**src/gbf_pkg.sv**
```systemverilog
// Constants and carrier types shared by the GCM block formatter.
// Functional notes
// (RQ1) AES-128: every emitted block is 16 octets.
// (RQ2) Integrity code 8 octets, length field 2.
// (RQ3) Nonce: source, destination, key id, sequence.
// (RQ4) Nonce components placed most-significant octet first.
// (RQ5) B_0: flags 0x59, nonce, message length.
// (RQ6) B_0 length MS-first, nonce LS-first.
// (RQ7) B_1: length 14+offset, header, offset, reserved, zero.
// (RQ8) B_1 length MS-first, fields in transmission order.
// (RQ9) Clear payload blocks, then encrypted payload blocks.
// (RQ10) Last block of each portion zero padded.
// (RQ11) Padding octets never go onto the medium.
// (RQ12) Payload octets ordered earliest leftmost.
// (RQ13) Counter block: flags 0x01, nonce, counter.
// (RQ14) Counter cleared per frame, then increments.
// (RQ15) Counter MS-first, nonce LS-first in counter blocks.
// (RQ16) Never reuse a nonce under one key.
// (RQ17) Encrypt only payload beyond offset; authenticate all.
// (RQ18) 48-bit frame counter, incremented before each frame.
// (RQ19) Blocks in order, advance only when accepted.
// (RQ20) Flag last block of each payload portion.
package gbf_pkg;

  // ****************************************************************
  // Widths and fixed values
  // ****************************************************************
  localparam int BLK_BITS     = 128;
  localparam int BLK_OCTETS   = 16;
  localparam int MIC_OCTETS   = 8;
  localparam int LEN_OCTETS   = 2;
  localparam int NONCE_OCTETS = 13;
  localparam int NONCE_BITS   = 8 * NONCE_OCTETS;
  localparam int SEQ_BITS     = 48;
  localparam int FIFO_DEPTH   = 4;

  localparam logic [7:0]          B0_FLAGS   = 8'h59;
  localparam logic [7:0]          CTR_FLAGS  = 8'h01;
  localparam logic [7:0]          ZERO_OCTET = 8'h00;
  localparam logic [15:0]         AAD_BASE   = 16'h000e;
  localparam logic [15:0]         CTR_RESET  = 16'h0000;
  localparam logic [SEQ_BITS-1:0] SEQ_RESET  = 48'h000000000000;
  localparam logic [SEQ_BITS-1:0] SEQ_MAX    = 48'hffffffffffff;

  // ****************************************************************
  // Carrier types
  // ****************************************************************
  typedef enum logic [1:0] {
    KIND_AUTH  = 2'h0,
    KIND_CLEAR = 2'h1,
    KIND_ENC   = 2'h2,
    KIND_CTR   = 2'h3
  } gbf_kind_t;

  typedef struct packed {
    logic [15:0] source_address;
    logic [15:0] destination_address;
    logic [23:0] temporal_key_id;
    logic [79:0] mac_header;
    logic [15:0] encryption_offset;
    logic [7:0]  security_reserved;
    logic [15:0] payload_length;
  } gbf_frame_t;

  typedef struct packed {
    logic [BLK_BITS-1:0] data;
    gbf_kind_t           kind;
    logic                last_clear;
    logic                last_enc;
  } gbf_block_t;

endpackage

```
**src/gbf_fifo.sv**
```systemverilog
// Small synchronous FIFO with valid and ready on both sides.
`timescale 1ns/100ps
`default_nettype none
module gbf_fifo
  import gbf_pkg::*;
#(
  parameter int WIDTH = 8,
  parameter int DEPTH = 4
)
(
  // Clock and reset
  input  wire logic             clk,
  input  wire logic             rst,
  // Fill side
  input  wire logic             in_valid,
  input  wire logic [WIDTH-1:0] in_data,
  output logic                  in_ready,
  // Drain side
  output logic                  out_valid,
  output logic [WIDTH-1:0]      out_data,
  input  wire logic             out_ready
);

  localparam int AW = $clog2(DEPTH);

  typedef struct packed {
    logic [DEPTH-1:0][WIDTH-1:0] mem;
    logic [AW:0]                 wr;
    logic [AW:0]                 rd;
  } gbf_fifo_t;

  gbf_fifo_t st;
  gbf_fifo_t next_st;
  logic      full;
  logic      empty;

  assign empty     = (st.wr == st.rd);
  assign full      = (st.wr[AW] != st.rd[AW]) && (st.wr[AW-1:0] == st.rd[AW-1:0]);
  assign in_ready  = !full;
  assign out_valid = !empty;
  assign out_data  = st.mem[st.rd[AW-1:0]];

  always_comb
  begin
    next_st = st;
    if (in_valid && !full)
    begin
      next_st.mem[st.wr[AW-1:0]] = in_data;
      next_st.wr = st.wr + 1'b1;
    end
    if (out_ready && !empty)
    begin
      next_st.rd = st.rd + 1'b1;
    end
  end

  always_ff @(posedge clk or posedge rst)
  begin
    if (rst)
    begin
      st <= '0;
    end
    else
    begin
      st <= next_st;
    end
  end

endmodule
`default_nettype wire

```
**src/gbf_frame_counter.sv**
```systemverilog
// Transmit frame counter kept for the installed temporal key.
`timescale 1ns/100ps
`default_nettype none
module gbf_frame_counter
  import gbf_pkg::*;
(
  // Clock and reset
  input  wire logic                clk,
  input  wire logic                rst,
  // Control
  input  wire logic                key_install,
  input  wire logic                advance,
  // Status
  output logic [SEQ_BITS-1:0]      count_next,
  output logic                     exhausted
);

  typedef struct packed {
    logic [SEQ_BITS-1:0] count;
  } gbf_cnt_t;

  gbf_cnt_t st;
  gbf_cnt_t next_st;

  // The value a frame takes is the count after its increment.
  assign count_next = st.count + 48'h000000000001;
  // Once the top value is used, no frame may go out until a new key.
  assign exhausted  = (st.count == SEQ_MAX); // [RQ16]

  always_comb
  begin
    next_st = st;
    if (key_install)
    begin
      next_st.count = SEQ_RESET; // [RQ18]
    end
    else if (advance && !exhausted)
    begin
      next_st.count = count_next; // [RQ18]
    end
  end

  always_ff @(posedge clk or posedge rst)
  begin
    if (rst)
    begin
      st.count <= SEQ_RESET;
    end
    else
    begin
      st <= next_st;
    end
  end

endmodule
`default_nettype wire

```
**src/gbf_formatter.sv**
```systemverilog
// GCM input block formatter: nonce, B_0, B_1, payload and counter blocks.
`timescale 1ns/100ps
`default_nettype none
module gbf_formatter
  import gbf_pkg::*;
(
  // Clock and reset
  input  wire logic                SYS_CLK,
  input  wire logic                RST,
  // Key management
  input  wire logic                KEY_INSTALL,
  output logic                     KEY_EXHAUSTED,
  // Frame description from the framing logic
  input  wire logic                FRM_VALID,
  input  wire gbf_frame_t          FRM_INFO,
  output logic                     FRM_READY,
  output logic [SEQ_BITS-1:0]      FRAME_SEQUENCE_NUMBER,
  // Payload octet stream
  input  wire logic                PL_VALID,
  input  wire logic [7:0]          PL_DATA,
  output logic                     PL_READY,
  // Blocks to the cipher core
  output logic                     BLK_VALID,
  output gbf_block_t               BLK_OUT,
  input  wire logic                BLK_READY
);

  // ****************************************************************
  // State
  // ****************************************************************
  typedef enum logic [2:0] {
    ST_IDLE = 3'b000,
    ST_B0   = 3'b001,
    ST_B1   = 3'b011,
    ST_CLR  = 3'b010,
    ST_ENC  = 3'b110,
    ST_CTR  = 3'b111
  } gbf_state_t;

  typedef struct packed {
    gbf_state_t            state;
    gbf_frame_t            frm;
    logic [NONCE_BITS-1:0] nonce;
    logic [15:0]           enc_len;
    logic [15:0]           rem;
    logic [4:0]            fill;
    logic [BLK_BITS-1:0]   acc;
    logic [15:0]           ctr;
    logic [15:0]           nctr;
  } gbf_fmt_t;

  gbf_fmt_t            st;
  gbf_fmt_t            next_st;
  gbf_block_t          blk;
  logic                push;
  logic                fifo_ready;
  logic                frame_start;
  logic                take;
  logic                emit;
  logic [SEQ_BITS-1:0] seq_next;
  logic                exhausted;

  // ****************************************************************
  // Octet order of the nonce inside B_0 and the counter blocks
  // ****************************************************************
  // The nonce is held most-significant octet first; the cipher blocks
  // want it least-significant octet first, so the octets are reversed.
  function automatic logic [NONCE_BITS-1:0] nonce_swap(input logic [NONCE_BITS-1:0] n);
    logic [NONCE_BITS-1:0] r;
    r = '0;
    for (int i = 0; i < NONCE_OCTETS; i++)
    begin
      r[8*i +: 8] = n[8*(NONCE_OCTETS-1-i) +: 8]; // [RQ6] [RQ15]
    end
    return r;
  endfunction

  // ****************************************************************
  // Frame counter and output buffer
  // ****************************************************************
  gbf_frame_counter u_counter (
    .clk         (SYS_CLK),
    .rst         (RST),
    .key_install (KEY_INSTALL),
    .advance     (frame_start),
    .count_next  (seq_next),
    .exhausted   (exhausted)
  );

  // The buffer decouples the formatter from a cipher core that may
  // stall; when it fills, the state machine simply holds its block.
  gbf_fifo #(
    .WIDTH ($bits(gbf_block_t)),
    .DEPTH (FIFO_DEPTH)
  ) u_fifo (
    .clk       (SYS_CLK),
    .rst       (RST),
    .in_valid  (push),
    .in_data   (blk),
    .in_ready  (fifo_ready),
    .out_valid (BLK_VALID),
    .out_data  (BLK_OUT),
    .out_ready (BLK_READY)
  );

  // ****************************************************************
  // Handshakes
  // ****************************************************************
  assign KEY_EXHAUSTED         = exhausted;
  assign FRM_READY             = (st.state == ST_IDLE) && !exhausted; // [RQ16]
  assign frame_start           = FRM_VALID && FRM_READY;
  assign FRAME_SEQUENCE_NUMBER = st.nonce[SEQ_BITS-1:0];
  assign take     = ((st.state == ST_CLR) || (st.state == ST_ENC))
                    && (st.fill != 5'h10) && (st.rem != 16'h0000);
  assign PL_READY = take;
  assign emit     = ((st.state == ST_CLR) || (st.state == ST_ENC))
                    && ((st.fill == 5'h10) || ((st.rem == 16'h0000) && (st.fill != 5'h00)));

  // ****************************************************************
  // Sequencer
  // ****************************************************************
  always_comb
  begin
    logic [16:0] blocks;
    int          idx;
    logic [15:0] clr_len;
    blocks  = '0;
    idx     = 0;
    // An offset past the payload end must not make the payload port ask
    // for octets that do not exist, so the clear portion is capped.
    clr_len = (st.frm.encryption_offset < st.frm.payload_length)
              ? st.frm.encryption_offset : st.frm.payload_length; // [RQ9]
    next_st = st;
    push    = 1'b0;
    blk     = '0;
    case (st.state)
      ST_IDLE:
      begin
        if (frame_start)
        begin
          next_st.frm   = FRM_INFO;
          // Nonce in its natural order, each field MS octet first.
          next_st.nonce = {FRM_INFO.source_address,
                           FRM_INFO.destination_address,
                           FRM_INFO.temporal_key_id,
                           seq_next}; // [RQ3] [RQ4] [RQ18]
          if (FRM_INFO.payload_length > FRM_INFO.encryption_offset)
          begin
            next_st.enc_len = FRM_INFO.payload_length - FRM_INFO.encryption_offset;
          end
          else
          begin
            next_st.enc_len = 16'h0000;
          end
          // One counter block for the integrity code plus one per
          // encrypted payload block.
          blocks       = {1'b0, next_st.enc_len} + 17'h0000f;
          next_st.nctr = blocks[16:1] >> 3;
          next_st.ctr  = CTR_RESET; // [RQ14]
          next_st.fill = 5'h00;
          next_st.acc  = '0;
          next_st.rem  = 16'h0000;
          next_st.state = ST_B0;
        end
      end
      ST_B0:
      begin
        // Length field is the encrypted length, MS octet first.
        blk.data = {B0_FLAGS, nonce_swap(st.nonce), st.enc_len}; // [RQ5] [RQ6] [RQ2]
        blk.kind = KIND_AUTH;
        push     = 1'b1;
        if (fifo_ready)
        begin
          next_st.state = ST_B1; // [RQ19]
        end
      end
      ST_B1:
      begin
        blk.data = {AAD_BASE + st.frm.encryption_offset,
                    st.frm.mac_header,
                    st.frm.encryption_offset,
                    st.frm.security_reserved,
                    ZERO_OCTET}; // [RQ7] [RQ8] [RQ17]
        blk.kind = KIND_AUTH;
        push     = 1'b1;
        if (fifo_ready)
        begin
          if (clr_len != 16'h0000)
          begin
            next_st.rem   = clr_len;
            next_st.state = ST_CLR; // [RQ9]
          end
          else if (st.enc_len != 16'h0000)
          begin
            next_st.rem   = st.enc_len;
            next_st.state = ST_ENC;
          end
          else
          begin
            next_st.state = ST_CTR;
          end
        end
      end
      ST_CLR, ST_ENC:
      begin
        if (take && PL_VALID)
        begin
          // Earliest octet lands leftmost; the untouched right side
          // stays zero and becomes the padding.
          idx = 8 * (15 - int'(st.fill));
          next_st.acc[idx +: 8] = PL_DATA; // [RQ12] [RQ10]
          next_st.fill = st.fill + 5'h01;
          next_st.rem  = st.rem - 16'h0001;
        end
        else if (emit)
        begin
          blk.data       = st.acc; // [RQ1] [RQ11]
          blk.kind       = (st.state == ST_CLR) ? KIND_CLEAR : KIND_ENC; // [RQ17]
          blk.last_clear = (st.state == ST_CLR) && (st.rem == 16'h0000); // [RQ20]
          blk.last_enc   = (st.state == ST_ENC) && (st.rem == 16'h0000); // [RQ20]
          push           = 1'b1;
          if (fifo_ready)
          begin
            next_st.acc  = '0;
            next_st.fill = 5'h00;
            if (st.rem == 16'h0000)
            begin
              if ((st.state == ST_CLR) && (st.enc_len != 16'h0000))
              begin
                next_st.rem   = st.enc_len;
                next_st.state = ST_ENC; // [RQ9]
              end
              else
              begin
                next_st.state = ST_CTR; // [RQ19]
              end
            end
          end
        end
      end
      ST_CTR:
      begin
        blk.data = {CTR_FLAGS, nonce_swap(st.nonce), st.ctr}; // [RQ13] [RQ15]
        blk.kind = KIND_CTR;
        push     = 1'b1;
        if (fifo_ready)
        begin
          next_st.ctr = st.ctr + 16'h0001; // [RQ14]
          if (st.ctr == st.nctr)
          begin
            next_st.state = ST_IDLE;
          end
        end
      end
      default:
      begin
        next_st.state = ST_IDLE;
      end
    endcase
  end

  always_ff @(posedge SYS_CLK or posedge RST)
  begin
    if (RST)
    begin
      st <= '0;
    end
    else
    begin
      st <= next_st;
    end
  end

  // ****************************************************************
  // Checks
  // ****************************************************************
  a_b0_layout: assert property (@(posedge SYS_CLK) disable iff (RST) // [RQ5]
    (push && st.state == ST_B0) |->
      (blk.data[127:120] == B0_FLAGS && blk.data[15:0] == st.enc_len))
    else $error("B_0 flags or length wrong");

  a_nonce_swap: assert property (@(posedge SYS_CLK) disable iff (RST) // [RQ6]
    (push && st.state == ST_B0) |->
      (blk.data[119:112] == st.nonce[7:0] && blk.data[23:16] == st.nonce[103:96]))
    else $error("B_0 nonce octet order wrong");

  a_nonce_fields: assert property (@(posedge SYS_CLK) disable iff (RST) // [RQ3]
    frame_start |=> (st.nonce[103:88] == $past(FRM_INFO.source_address)
                     && st.nonce[87:72] == $past(FRM_INFO.destination_address)
                     && st.nonce[71:48] == $past(FRM_INFO.temporal_key_id)))
    else $error("nonce fields misplaced");

  a_seq_advance: assert property (@(posedge SYS_CLK) disable iff (RST) // [RQ18]
    frame_start |=> (FRAME_SEQUENCE_NUMBER == $past(seq_next)))
    else $error("sequence number not the incremented count");

  a_b1_length: assert property (@(posedge SYS_CLK) disable iff (RST) // [RQ7]
    (push && st.state == ST_B1) |->
      (blk.data[127:112] == 16'(st.frm.encryption_offset + 16'h000e)
       && blk.data[7:0] == ZERO_OCTET))
    else $error("B_1 length or trailing octet wrong");

  a_pad_zero: assert property (@(posedge SYS_CLK) disable iff (RST) // [RQ10]
    (push && (st.state == ST_CLR || st.state == ST_ENC)) |->
      ((st.acc << (8 * st.fill)) == '0))
    else $error("payload padding not zero");

  a_ctr_start: assert property (@(posedge SYS_CLK) disable iff (RST) // [RQ14]
    (st.state == ST_B0) |-> (st.ctr == CTR_RESET))
    else $error("counter not cleared at frame start");

  a_ctr_step: assert property (@(posedge SYS_CLK) disable iff (RST) // [RQ13]
    (push && fifo_ready && st.state == ST_CTR && st.ctr != st.nctr) |=>
      (st.state == ST_CTR && st.ctr == 16'($past(st.ctr) + 16'h0001)
       && blk.data[127:120] == CTR_FLAGS))
    else $error("counter block sequence broken");

  a_hold_stall: assert property (@(posedge SYS_CLK) disable iff (RST) // [RQ19]
    (push && !fifo_ready) |=> ($stable(st.state) && $stable(st.ctr)))
    else $error("formatter advanced without acceptance");

  a_last_flag: assert property (@(posedge SYS_CLK) disable iff (RST) // [RQ20]
    (push && st.state == ST_ENC && st.rem == 16'h0000) |-> blk.last_enc)
    else $error("last encrypted block not flagged");

endmodule
`default_nettype wire

```
**config.mk**
```make
export PLATFORM = sky130hd
export DESIGN_NAME = gbf_formatter
export DESIGN_NICKNAME = d
export VERILOG_FILES = /design/src/gbf_pkg.sv /design/src/gbf_fifo.sv /design/src/gbf_frame_counter.sv /design/src/gbf_formatter.sv
export SDC_FILE = /design/constraint.sdc
export NUM_CORES = 2
export LEC_CHECK = 0
export BUFFER_PORTS_ARGS = -buffer_cell sky130_fd_sc_hd__buf_2
export CORE_MARGIN = 2
export CORE_UTILIZATION = 60
export CTS_CLUSTER_DIAMETER = 80
export DETAILED_ROUTE_END_ITERATION = 8
export PLACE_DENSITY_LB_ADDON = 0.2
export SLEW_MARGIN = 20
export SYNTH_ARGS = -nofsm -noshare
export SYNTH_HDL_FRONTEND = slang
export SYNTH_SLANG_ARGS = --single-unit
export TNS_END_PERCENT = 30
```
**constraint.sdc**
```tcl
create_clock -name SYS_CLK -period 32.7 [get_ports SYS_CLK]
set_input_delay 0 -clock SYS_CLK [delete_from_list [all_inputs] [get_ports SYS_CLK]]
set_output_delay 0 -clock SYS_CLK [all_outputs]
set_load 0.02 [all_outputs]
```
Word-level counts from Yosys, hierarchy flattened
Cells that the tools add are included.

word-level totals
  logic and storage cells = 148
  flip-flop bits (word level) = 1059
  input bits = 190
  output and inout port bits = 184

operators by class
  magnitude comparators = 5
  mux-type cells = 45
  reductions and logical operators = 37
  $add $sub $neg = 11
  eq/ne operators = 26
  shifts and indexed selects = 2

operators by type and width
  operator                  number
  $bwmux 528                1
  $mux 132                  4
  $pmux 130 s4              1
  $mux 480                  1
  $mux 149                  3
  $pmux 133 s2              1
  $bmux 132 s2              1
  $demux 132 s2             1
  $mux 16                   10
  $bwmux 128                1
  $shift 8x33->128 const A  1
  $shiftx 8x33->128         1
  $mux 48                   2
  $add 48x1->48 const B     1
  $eq 48x48->1 const B      1
  $pmux 16 s3               1
  $reduce_bool 16->1        3
  $neg 9->33                1
  $pmux 16 s2               1
  $mux 3                    9
  $add 16x4->17 const B     1
  $add 16x1->16 const B     1
  $add 4x16->16 const A     1
  $eq 16x13->1              1
  other kinds (39)          77

Depth between registers and ports, before layout
  depth in word-level cells = 9
  depth in mapped cells = 14
  gate-level depth less buffers = 13

Hierarchy
From an unflattened synthesis, not the netlist that was laid out.

second synthesis, totals
  cell total of the unflattened synthesis = 4091
  area, all modules = 48778.0 um^2

modules (own cells, without submodules)
  module             times used  area an instance (um^2)  seq. area each (um^2)  cells each
  gbf_fifo           1           24079.3                  13362.8                1319
  gbf_formatter      1           21364.2                  10535.1                2384
  gbf_frame_counter  1           3334.4                   1201.2                 388

Worst setup path before layout
OpenSTA, ideal clock, no wires.

  path kind = reg-to-reg
  start point = reg st[162] (netlist bit)
  end point = reg st[120] (netlist bit)
  buffers on the path = 2
  setup time = 83 ps
  period minus slack after synthesis = 3333 ps
  cell stages (with the launch flop) = 15
  arrival = 3250 ps
  required time = 32617 ps
  slack = 29367 ps
  path through = dfrtp_1 inv_1 nor3_1 nand3_1 inv_1 ha_1 clkbuf_1 nor4_1 nand2_1 a211oi_1 nand2_1 or3_1 or3_1 buf_1 o21ai_0

between the ends
  cells in the longest elaborated chain, start to end = 6
  elaborated cells on any way between the ends = 19
  those cells by class = 2 x add/sub; 4 x eq/ne; 2 x shift; 3 x mux; 8 x reduce/logical

ends and longest elaborated chain
  element                                                  line                  source
  from (decl)                                              gbf_formatter.sv:52   gbf_fmt_t st;
  from (signal assigned)                                   gbf_formatter.sv:270  st <= next_st;
  $sub 4x5->6 (tied with other cells)                      gbf_formatter.sv:210  idx = 8 * (15 - int'(st.fill));
  $neg 9->33 (tied with other cells)                       gbf_formatter.sv:211  next_st.acc[idx +: 8] = PL_DATA;
  $shiftx 8x33->128 (tied with other cells)                gbf_formatter.sv:211
  $bwmux 128 (tied with other cells)                       gbf_formatter.sv:211
  $mux 149 / $ne 3x3->1 (equally long branches)            -
  $pmux 133 s2 / $reduce_and 4->1 (equally long branches)  -

Several ways; a longest one is shown, not always the timed one.
A chain may end at the register's enable or synchronous reset.

Worst setup path after layout
  start point = reg st[160] (netlist bit)
  end point = reg u_fifo.st[421] (netlist bit)

between the ends
  cells in the longest elaborated chain, start to end = 8
  elaborated cells on any way between the ends = 17
  those cells by class = 2 x eq/ne; 7 x mux; 8 x reduce/logical

ends and longest elaborated chain
  element                                                 line                            source
  $reduce_bool 5->1                                       gbf_formatter.sv:117            && ((st.fill == 5'h10) || ((st.rem == 16'h0000) && (st.fill != 5'h00)));
  $logic_and 1x1->1                                       gbf_formatter.sv:117
  $logic_or 1x1->1                                        gbf_formatter.sv:117
  $logic_and 1x1->1                                       gbf_formatter.sv:117
  $mux 132 / $mux 1 (equally long branches)               gbf_formatter.sv:215            else if (emit)
  $mux 132 / $mux 1 (equally long branches)               gbf_formatter.sv:206            if (take && PL_VALID)
  $pmux 130 s4 / $pmux 1 s2 (equally long branches)       gbf_formatter.sv:136            case (st.state)
  $bwmux 528 / $logic_and 1x1->1 (equally long branches)  gbf_fifo.sv:48, gbf_fifo.sv:46
  to (signal assigned)                                    gbf_fifo.sv:65                  st <= next_st;
  to (decl)                                               gbf_fifo.sv:32                  gbf_fifo_t st;

Several ways; a longest one is shown, not always the timed one.

==> flow_metrics.env <==
export IMPL_row_count=101
export IMPL_post_cts_setup_buffers=0
export IMPL_tritoncts="done"
export IMPL_slowest_stage="buf_4"
export IMPL_clock_sinks=1003
export IMPL_wire_per_inst_um=23.2
export IMPL_drtIter0Drc=4771
export IMPL_end_kind="flop"
export IMPL_asyncSetResetFlopFracSynth=1.00
export IMPL_grt_setup_unrepaired="no"
export IMPL_dpl_hpwl_mm=89.7
export IMPL_ant_nets=0
export IMPL_met1_usage=0.493
export IMPL_htreeDepth=3
export IMPL_grtUsageMet2=0.546
export IMPL_synth_edff_count=0
export IMPL_drc=30
export IMPL_outcome="finished with violations"
export IMPL_yosys_cell_types_count=89
export IMPL_worst_pin_slew_ns=1.16
export IMPL_required_ns=33.18
export IMPL_fill_cells=5482
export IMPL_crit_chain="inv_1 > ha_1 > nor3b_1 > o31ai_4 > a22oi_2 > nor2_4 > nand2_4 > buf_4 > buf_4 > o21ai_0"
export IMPL_worstReg2RegEnd="u_fifo.st[421]"
export IMPL_nNetsFinal=5195
export IMPL_syn_inst=4598
export IMPL_timing_final_crit_share=0.158
export IMPL_initial_core_util=0.608
export IMPL_synth_flop_cell="dfrtp_1"
export IMPL_slew_viol_final=0
export IMPL_peakVddDrop_mv=0.0968
export IMPL_grt_max_degree=197
export IMPL_cpPeakStageDelay_ns=0.93
export IMPL_syn2layout_area_growth_pct=16.6
export IMPL_path_clk_slew_ns=0.07
export IMPL_routed_wirelength_mm=141
export IMPL_root_buffer="clkbuf_16"
export IMPL_fmax_mhz=194
export IMPL_critPathKind="flop to flop"
export IMPL_slew_headroom=0.223
export IMPL_pre_cts_ws_ns=27.62
export IMPL_ys_warn_count=0
export IMPL_hold_worst_slack_ns=0.0482
export IMPL_io_buffers=373
export IMPL_setup_viol=0
export IMPL_yosys_register_bits=1003
export IMPL_antenna_found_initial=6
export IMPL_final_util=0.709
export IMPL_post_dp_cell_area_mm2=0.0483
export IMPL_cts_buffers=102
export IMPL_fp_dieH_um=282
export IMPL_drive_above_1_share=0.155
export IMPL_cp_max_fo=106
export IMPL_grt_pass1_vias=36771
export IMPL_min_period_ns=5.16
export IMPL_cpMostUsedCell="buf_4"
export IMPL_syn_num_nets=4836
export IMPL_top_usage_layer="met2"
export IMPL_reg2reg_depth=10
export IMPL_post_cts_resized=0
export IMPL_fin_setup_tns_ns=0
export IMPL_overflow=0
export IMPL_hp_class="input port to asynchronous set/reset pin"
export IMPL_core_mm2=0.0762
export IMPL_synth_cell_area_mm2=0.0463
export IMPL_final_cell_area_mm2=0.0540
export IMPL_final_setup_worst_slack_ns=27.54
export IMPL_r2r_slack_ns=27.54
export IMPL_insertion_delay_ns=0.66
export IMPL_boundaryPins=374
export IMPL_die_w_um=282
export IMPL_yosysSeqAreaShare=0.542
export IMPL_critPathArrivalTime_ns=5.64
export IMPL_clock_path_buffers=3
export IMPL_num_vias=37795
export IMPL_crit_path_start_kind="flop"
export IMPL_power_density_mw_per_mm2=89.9
export IMPL_maxCapViolCount=0
export IMPL_die_area_mm2=0.0794
export IMPL_grt_pass1_wl_mm=216
export IMPL_vias_per_cell=6.22
export IMPL_use_met3=0.0686
export IMPL_hold_violations=0
export IMPL_drt_first_pass_iters=9
export IMPL_place_gp_congestion=0.963
export IMPL_p_leak_nw=24.9
export IMPL_grtUsageTotal=0.357
export IMPL_reg2reg_from="st[160]"
export IMPL_finClkSkew_ns=0.0186
export IMPL_avgSynthCellArea_um2=10.1
export IMPL_violations="DRC"
## registers in the layout, summed over array words and instances (netlist names), named ones only
signal and cells:
FRAME_SEQUENCE_NUMBER 48, u_fifo.st 534, u_counter.st 48, st 372
## per-layer routing
layer	vias up	wire (um)
li1	16844	-
met1	18562	55200
met2	1927	64600
met3	458	12700
met4	4	8400
met5	-	26
## layout by cell type, fill, tap and decap left out, types with 12 or more instances in the layout
master / count
inv_1: 70
nand2_1: 1275
or3_1: 33
and3_1: 15
a222oi_1: 103
mux2_2: 12
ha_1: 47
mux4_2: 132
nand2b_1: 25
dlygate4sd3_1: 188
a22oi_1: 21
clkbuf_16: 105
xor2_1: 59
xnor2_1: 73
o21ai_0: 699
a31oi_1: 14
o21ai_1: 43
a21o_1: 15
nand3_1: 38
clkbuf_1: 15
mux2i_1: 27
dfrtp_1: 1001
a21oi_1: 70
bufinv_16: 17
nor4_1: 17
buf_4: 41
a22o_1: 73
nand4_1: 32
o31ai_1: 21
nor2b_1: 20
nor2_1: 108
nor3_1: 29
o211ai_1: 15
buf_2: 374
clkbuf_8: 25
clkinv_2: 18
## report_power, final
group | total (mW) | switching, mW | internal, mW
sequential | 1.84 | 0.268 | 1.57
clock | 1.29 | 0.506 | 0.782
combinational | 1.73 | 1.16 | 0.572
total | 4.85 | 1.93 | 2.92
## synth_stat cells (all sizes together), types with 6 or more instances
| master | instances | area (um^2) |
|---|---|---|
| a21oi | 70 | 350 |
| inv | 71 | 267 |
| mux2 | 14 | 158 |
| o22ai | 11 | 68.8 |
| dfrtp | 1003 | 25100 |
| o31ai | 23 | 186 |
| nor3b | 7 | 52.6 |
| nand3 | 39 | 208 |
| nor3 | 30 | 155 |
| nand2 | 1280 | 4820 |
| mux2i | 27 | 270 |
| o211ai | 16 | 125 |
| nor4 | 18 | 128 |
| ha | 47 | 588 |
| nand4 | 32 | 200 |
| a211oi | 12 | 125 |
| nand2b | 25 | 156 |
| nor2 | 112 | 428 |
| o221ai | 8 | 70.1 |
| a21o | 15 | 113 |
| buf | 170 | 962 |
| xor2 | 59 | 517 |
| o21ai | 743 | 3720 |
| or3 | 34 | 218 |
| xnor2 | 73 | 639 |
| a22oi | 22 | 170 |
| nor2b | 20 | 125 |
| a2bb2oi | 10 | 87.6 |
| a222oi | 103 | 1030 |
| or4 | 7 | 63.8 |
| and2 | 10 | 62.6 |
| a31oi | 15 | 93.8 |
| clkbuf | 183 | 687 |
| mux4 | 132 | 2970 |
| a22o | 73 | 639 |
| o21a | 6 | 45.0 |
| and3 | 16 | 101 |
| and4 | 12 | 108 |
## what timing repair did
| item | 4_1_cts | 5_1_grt |
|---|---|---|
| setup endpoints to repair | 0 | 0 |
| hold endpoints to repair | 333 | 0 |
| hold buffers | 188 | 0 |
## critical path, delay by kind of cell, from the launching register on
family / cells / cell delay (ns)
DFF: 1 / 0.53
AOI/OAI and AO/OA: 3 / 0.79
adders and majority gates: 1 / 0.15
and+or+nand+nor: 3 / 1.39
buffers and inverters: 3 / 1.96
## cells by family after synthesis
family	count (synthesis)	share of synthesized area
flops	1003	0.542
buf+inv	425	0.0415
fa+ha+maj	48	0.0131
compound gates	1161	0.154
xor+xnor	132	0.0250
mux	173	0.0735
simple gates	1656	0.150
## worst max-delay path by stage
stage,startpoint,end,slack [ns],depth (start not counted)
after floorplan,RST,FRAME_SEQUENCE_NUMBER[0],4.48,1
after global placement,flop,st[130],27.80,8
after detailed placement,flop,st[133],27.62,8
after CTS,flop,st[133],27.57,8
after global routing,st[160],u_fifo.st[421],27.25,10
final,st[160],u_fifo.st[421],27.54,10
## area by class of cell
cell class | instances | area (um^2) | area share
sequential | 1003 | 25100 | 0.465
clock buffer | 145 | 3030 | 0.0561
tap | 1030 | 1290 | 0.0239
timing repair buffer | 608 | 4160 | 0.0770
inverter | 72 | 278 | 0.00514
clock inverter | 45 | 734 | 0.0136
antenna | 7 | 17.5 | 0.000324
multi-input combinational | 3170 | 19400 | 0.359
## stage by stage
stage / cells / power (mW)
floorplan: 4598 / 2.98
global placement: 5693 / 3.47
detailed placement: 5693 / 3.52
CTS: 6071 / 4.82
global route: 6075 / 5.10
finish: 6080 / 4.85
(Power assumes the default switching activity.)
